--- config.mk ---
export PLATFORM = sky130hd
export DESIGN_NAME = cbcs_sequencer
export DESIGN_NICKNAME = d
export VERILOG_FILES = /design/src/hw/cbcs_pkg.sv /design/src/hw/cbcs_sequencer.sv /design/src/hw/cbcs_target_calc.sv
export SDC_FILE = /design/constraint.sdc
export NUM_CORES = 1
export LEC_CHECK = 0
export BUFFER_PORTS_ARGS = -buffer_cell sky130_fd_sc_hd__buf_4
export CORE_ASPECT_RATIO = 1.1
export CORE_MARGIN = 2
export CORE_UTILIZATION = 50
export DETAILED_ROUTE_END_ITERATION = 10
export GPL_ROUTABILITY_DRIVEN = 0
export PLACE_DENSITY = 0.74
export REMOVE_ABC_BUFFERS = 1
export SETUP_SLACK_MARGIN = 0.5
export SYNTH_ARGS = -nofsm -noshare
export SYNTH_HDL_FRONTEND = slang
export SYNTH_SLANG_ARGS = --single-unit
--- constraint.sdc ---
create_clock -name clk -period 4.03 [get_ports clk]
set_clock_uncertainty 0.1 [all_clocks]
set_input_delay 0.2015 -clock clk [delete_from_list [all_inputs] [get_ports clk]]
set_output_delay 0.2015 -clock clk [all_outputs]
set_load 0.01 [all_outputs]
--- src/hw/cbcs_pkg.sv ---
//==========================================================
// Notes on behaviour
// RULE1: Interrupt stacks flags at SP-6, dummy read SP-7.
// RULE2: Vector high from FFFA, low FFFB, load PC.
// RULE3: Relative branch: opcode, offset, dummy FFFF read.
// RULE4: Subroutine branch: six cycles, fourth reads target opcode.
// RULE5: Subroutine writes return low at SP, high SP-1.
// RULE6: Subroutine leaves stack pointer lowered by two.
//==========================================================
package cbcs_pkg;
   localparam logic [15:0] VEC_HI_ADDR = 16'hfffa;
   localparam logic [15:0] VEC_LO_ADDR = 16'hfffb;
   localparam logic [15:0] IDLE_ADDR = 16'hffff;
   localparam logic [15:0] FLAGS_OFS = 16'h0006;
   localparam logic [15:0] DUMMY_OFS = 16'h0007;
   localparam logic [15:0] SP_RESET = 16'h0000;
   localparam logic [15:0] PC_RESET = 16'h0000;
   localparam logic [7:0] BR_CYCLES = 8'h03;
   localparam logic [7:0] SUB_CYCLES = 8'h06;

   typedef enum logic [1:0] {
      CBCS_OP_NONE = 2'h0,
      CBCS_OP_SWI = 2'h1,
      CBCS_OP_BRANCH = 2'h2,
      CBCS_OP_SUB = 2'h3
   } cbcs_op_t;

   // Gray codes along the interrupt and subroutine sequences, from idle to their last state.
   typedef enum logic [3:0] {
      CBCS_IDLE = 4'h0,
      CBCS_SWI_CC = 4'h1,
      CBCS_SWI_DUM = 4'h3,
      CBCS_SWI_VH = 4'h2,
      CBCS_SWI_VL = 4'h6,
      CBCS_BR_OFS = 4'h7,
      CBCS_BR_DUM = 4'h5,
      CBCS_SB_OFS = 4'h4,
      CBCS_SB_DUM = 4'hc,
      CBCS_SB_TGT = 4'hd,
      CBCS_SB_WLO = 4'hf,
      CBCS_SB_WHI = 4'he
   } cbcs_state_t;
endpackage

--- src/hw/cbcs_sequencer.sv ---
module cbcs_sequencer (
   input wire logic clk,
   input wire logic nrst,
   input wire logic start,
   input wire cbcs_pkg::cbcs_op_t op,
   input wire logic takeBranch,
   input wire logic [7:0] flags,
   input wire logic [7:0] dataIn,
   output logic [15:0] addr_r,
   output logic rdWr_r,
   output logic [7:0] dataOut_r,
   output logic [15:0] pc_r,
   output logic [15:0] sp_r,
   output logic busy_r
);
   import cbcs_pkg::*;

   cbcs_state_t state_r, state_nxt;
   logic [7:0] ofs_r;
   logic [7:0] vecHi_r;
   logic [15:0] ret_r;
   logic [15:0] target;
   logic [15:0] base;

   // Offset is relative to the address after the offset byte.
   assign base = pc_r + 16'h0002;

   cbcs_target_calc u_calc (
      .base(base),
      .offset(ofs_r),
      .target(target)
   );

   //==========================================================
   // Next state
   //==========================================================
   wire isIdle = (state_r == CBCS_IDLE);

   always_comb begin
      state_nxt = state_r;
      unique case (state_r)
         CBCS_IDLE: begin
            if (start && op == CBCS_OP_SWI) state_nxt = CBCS_SWI_CC;
            else if (start && op == CBCS_OP_BRANCH) state_nxt = CBCS_BR_OFS;
            else if (start && op == CBCS_OP_SUB) state_nxt = CBCS_SB_OFS;
         end
         CBCS_SWI_CC: state_nxt = CBCS_SWI_DUM;
         CBCS_SWI_DUM: state_nxt = CBCS_SWI_VH;
         CBCS_SWI_VH: state_nxt = CBCS_SWI_VL;
         CBCS_SWI_VL: state_nxt = CBCS_IDLE;
         CBCS_BR_OFS: state_nxt = CBCS_BR_DUM;
         CBCS_BR_DUM: state_nxt = CBCS_IDLE;
         CBCS_SB_OFS: state_nxt = CBCS_SB_DUM;
         CBCS_SB_DUM: state_nxt = CBCS_SB_TGT;
         CBCS_SB_TGT: state_nxt = CBCS_SB_WLO;
         CBCS_SB_WLO: state_nxt = CBCS_SB_WHI;
         CBCS_SB_WHI: state_nxt = CBCS_IDLE;
         default: state_nxt = CBCS_IDLE;
      endcase
   end

   //==========================================================
   // Bus drive for the coming cycle
   //==========================================================
   logic [15:0] addrNxt;
   logic rdWrNxt;
   logic [7:0] dataNxt;

   always_comb begin
      addrNxt = IDLE_ADDR;
      rdWrNxt = 1'b1;
      dataNxt = 8'h00;
      unique case (state_nxt)
         // RULE1: flags stacked at SP-6
         CBCS_SWI_CC: begin
            addrNxt = sp_r - FLAGS_OFS;
            rdWrNxt = 1'b0;
            dataNxt = flags;
         end
         // RULE1: dummy read SP-7
         CBCS_SWI_DUM: addrNxt = sp_r - DUMMY_OFS;
         // RULE2: vector fetch addresses
         CBCS_SWI_VH: addrNxt = VEC_HI_ADDR;
         CBCS_SWI_VL: addrNxt = VEC_LO_ADDR;
         // RULE3: offset at opcode plus one
         CBCS_BR_OFS, CBCS_SB_OFS: addrNxt = pc_r + 16'h0001;
         // RULE3: dummy cycle on FFFF
         CBCS_BR_DUM, CBCS_SB_DUM: addrNxt = IDLE_ADDR;
         // RULE4: fourth cycle reads target opcode
         CBCS_SB_TGT: addrNxt = target;
         // RULE5: return address low then high
         CBCS_SB_WLO: begin
            addrNxt = sp_r;
            rdWrNxt = 1'b0;
            dataNxt = ret_r[7:0];
         end
         CBCS_SB_WHI: begin
            addrNxt = sp_r - 16'h0001;
            rdWrNxt = 1'b0;
            dataNxt = ret_r[15:8];
         end
         default: addrNxt = pc_r;
      endcase
   end

   //==========================================================
   // Registers
   //==========================================================
   always_ff @(posedge clk or negedge nrst) begin
      if (!nrst) begin
         state_r <= CBCS_IDLE;
         addr_r <= IDLE_ADDR;
         rdWr_r <= 1'b1;
         dataOut_r <= 8'h00;
         busy_r <= 1'b0;
      end else begin
         state_r <= state_nxt;
         addr_r <= addrNxt;
         rdWr_r <= rdWrNxt;
         dataOut_r <= dataNxt;
         // Busy follows the next state, so it rises with the second bus cycle of a sequence, after the opcode read.
         busy_r <= (state_nxt != CBCS_IDLE);
      end
   end

   // Data captured from reads, and program counter and stack updates.
   always_ff @(posedge clk or negedge nrst) begin
      if (!nrst) begin
         ofs_r <= 8'h00;
         vecHi_r <= 8'h00;
         ret_r <= 16'h0000;
         pc_r <= PC_RESET;
         sp_r <= SP_RESET;
      end else begin
         unique case (state_r)
            CBCS_BR_OFS, CBCS_SB_OFS: ofs_r <= dataIn;
            CBCS_SWI_VH: vecHi_r <= dataIn;
            // RULE2: program counter from vector
            CBCS_SWI_VL: pc_r <= {vecHi_r, dataIn};
            // RULE3: taken branch moves the counter
            CBCS_BR_DUM: pc_r <= takeBranch ? target : base;
            CBCS_SB_DUM: ret_r <= base;
            CBCS_SB_TGT: pc_r <= target;
            // RULE6: stack lowered by two
            CBCS_SB_WHI: sp_r <= sp_r - 16'h0002;
            default: ;
         endcase
         if (isIdle && start && op == CBCS_OP_SWI) ofs_r <= 8'h00;
      end
   end
endmodule // cbcs_sequencer

--- src/hw/cbcs_target_calc.sv ---
// Branch target: base plus sign-extended 8-bit offset.
module cbcs_target_calc (
   input wire logic [15:0] base,
   input wire logic [7:0] offset,
   output logic [15:0] target
);
   assign target = base + {{8{offset[7]}}, offset};
endmodule // cbcs_target_calc

==> flow_summary.toml <==
[critical_path]
endpoint_kind = "register"
arrival_ps = 3510
cp.required_ps = 4160
critPathKind = "register to register"
critPathLaunchType = "register"
worst-path-max-fanout = 10

[place]
pre_cts_ws_ps = 453
hpwl_um = 13900
io_buffers = 78

[finish]
final_nets = 848
syn_to_final_growth_pct = 17.1
drive_above_1_share = 0.201
antenna_cells = 0

[grt]
track_usage = 0.290
overflow = 0
grt_pass1_vias = 5717
antenna_found_initial = 0
grt_pass1_wl_um = 30800
grt_max_degree = 66

[drt]
post_drt_wl_per_cell_um = 20.4
vias = 6256
route.detailed.drc = 0
wl_um = 19700
firstDrtPassIters = 6
drt-initial-drc-count = 774
via_per_inst = 6.49
ant_nets = 0

[logic_synthesis]
synth_area_leaders = "dfrtp_1 (30%), dfstp_2 (7.1%), nand2_1 (6.3%), xor2_1 (4.9%), nor2_1 (4.5%)"
synth_area_mm2 = 0.00629
synth_cell_types = 69
synthMostInstantiatedCell = "nand2_1"
yosysTopAreaCellShare = 0.302
ys_ff_latch = 93
synth.avg_cell_area_um2 = 8.46
synthCells = 744
synth_edf_count = 0
yosys_warnings = 0
synth_commonest_cells = "nand2_1 (105), dfrtp_1 (76), nor2_1 (75)"
synth-async-reset-ratio = 1.00
synthFlopType = "dfrtp_1"
yosysTopAreaCell = "dfrtp_1"
ys_seq_area_frac = 0.373

[floorplanning]
initial_core_util = 0.518
die_h_um = 122
core_mm2 = 0.0121
pin_count = 80
die_area_mm2 = 0.0135
die_w_um = 111
num_rows = 42

[sta]
rsz0062_at_grt = "yes"
clock.fmax_ghz = 0.296
fin_ws_ps = 656
relSlewSlack = 0.242
tightest_slew_ps = 1120
setup_violations = 0
min_period_ps = 3370
fin_crit_sh = 0.837
fin_setup_tns_ps = 0
drv_slew = 0
finalHoldViolCount = 0

[outcome]
status = "finished, final reports clean"

[power_and_ir_drop]
power.leakage_nw = 3.26
finalPower_w = 0.00668
p_per_area_mw_per_mm2 = 906
vdd_drop_max_v = 0.000467

[job]
cap_viol_max_count = 0

[clock_tree]
cts_num_sinks = 93
cts_buffers = 9
cts_max_level = 3
cts-root-buf = "clkbuf_16"
insertion_delay_ps = 350
cts_tree = "done"
clk_pin_slew_ps = 70
clock_path_buffers = 2

[hold_path]
min_path_type = "input pin to register"
-- through the flow --
step	area (um2)	util	cells	hold WS [ps]
2_1_floorplan	5990	-	689	-194
3_3_place_gp	6850	0.564	931	236
3_5_place_dp	6850	0.564	931	266
4_1_cts	7280	0.600	958	6.66
5_1_grt	7370	0.607	964	4.68
6_report	7370	0.607	964	0.193
-- what timing repair did --
| item | CTS | global route |
|---|---|---|
| pin swaps | 0 | 2 |
| buffers inserted | 0 | 6 |
| gates resized for setup | 3 | 14 |
| endpoints found under the setup margin | 3 | 12 |
| hold buffers | 11 | 0 |
| endpoints found under the hold margin | 67 | 0 |
-- area by class of cell --
cell class                      count  area (um2)
Clock buffer                       12         256
Clock inverter                      4        55.1
Fill cell                        1030        4770
Inverter                           21        78.8
Multi-Input combinational cell    575        3610
Sequential cell                    93        2360
Tap cell                          154         193
Timing Repair Buffer              105         816
-- path summary, 6_finish.rpt --
| kind | startpoint | to | slack (ps) | depth (start not counted) |
|---|---|---|---|---|
| max in group asynchronous | nrst | addr_r[13] | 2530 | 3 |
| max | pc_r[4] | pc_r[13] | 660 | 11 |
| max reg2reg | pc_r[4] | pc_r[13] | 660 | 11 |
| min reg2reg | ret_r[8] | ret_r[8] | 390 | 2 |
| min in group asynchronous | nrst | sp_r[6] | 390 | 2 |
| min | dataIn[2] | ofs_r[2] | 0.2 | 2 |
-- critical path, cell delays in order (launching register included) --
cell,delay (ps)
dfrtp_2,470
nand4_1,280
or3_4,480
xnor2_1,250
ha_1,350
nand4_1,180
nor2_1,70
nor3_1,230
o31ai_2,140
a31oi_1,290
xnor2_1,110
a221o_1,300
-- routing by layer --
metal,vias up,global-route usage,wire length (um)
li1,2775,-,-
met1,2988,0.390,7730
met2,400,0.434,8630
met3,93,0.0672,2150
met4,0,0.165,1160
met5,-,0,0
-- cell usage in the layout (no fill, tap or decap), types with 9 or more instances in the layout --
cell           count
nand2_1          105
clkbuf_16          9
xnor2_1           29
o21ai_0           55
dlygate4sd3_1     11
xor2_1            34
a21oi_1           46
inv_1             21
ha_1              18
nor3_1            16
nor2_1            74
nand3_1           20
a31oi_1           11
buf_4             94
a22o_1            10
nor4_1             9
dfstp_2           17
a222oi_1           9
dfrtp_1           69
mux2_2             9
-- sequential cells by signal, summed over array words and instances (netlist names) --
signal     flops
ret_r         16
rdWr_r         1
pc_r          16
state_r        4
sp_r          15
busy_r         1
vecHi_r        8
ofs_r          8
addr_r        16
dataOut_r      8
-- cells by family after synthesis --
family                   after synthesis  share of synthesized area
multiplexers                          13                     0.0225
flip-flops                            93                      0.373
buffers and inverters                 76                     0.0610
XOR/XNOR                              64                     0.0891
other                                  1                   0.000596
AO/OA/AOI/OAI                        198                      0.207
AND/OR/NAND/NOR                      277                      0.202
adder cells (fa/ha/maj)               22                     0.0445
-- power by group --
group / switching [W] / internal (W)
Combinational: 0.00219 / 0.00156
Sequential: 0.000628 / 0.00141
Clock: 0.000377 / 0.000519
Total: 0.00319 / 0.00349
(Power assumes the default switching activity.)
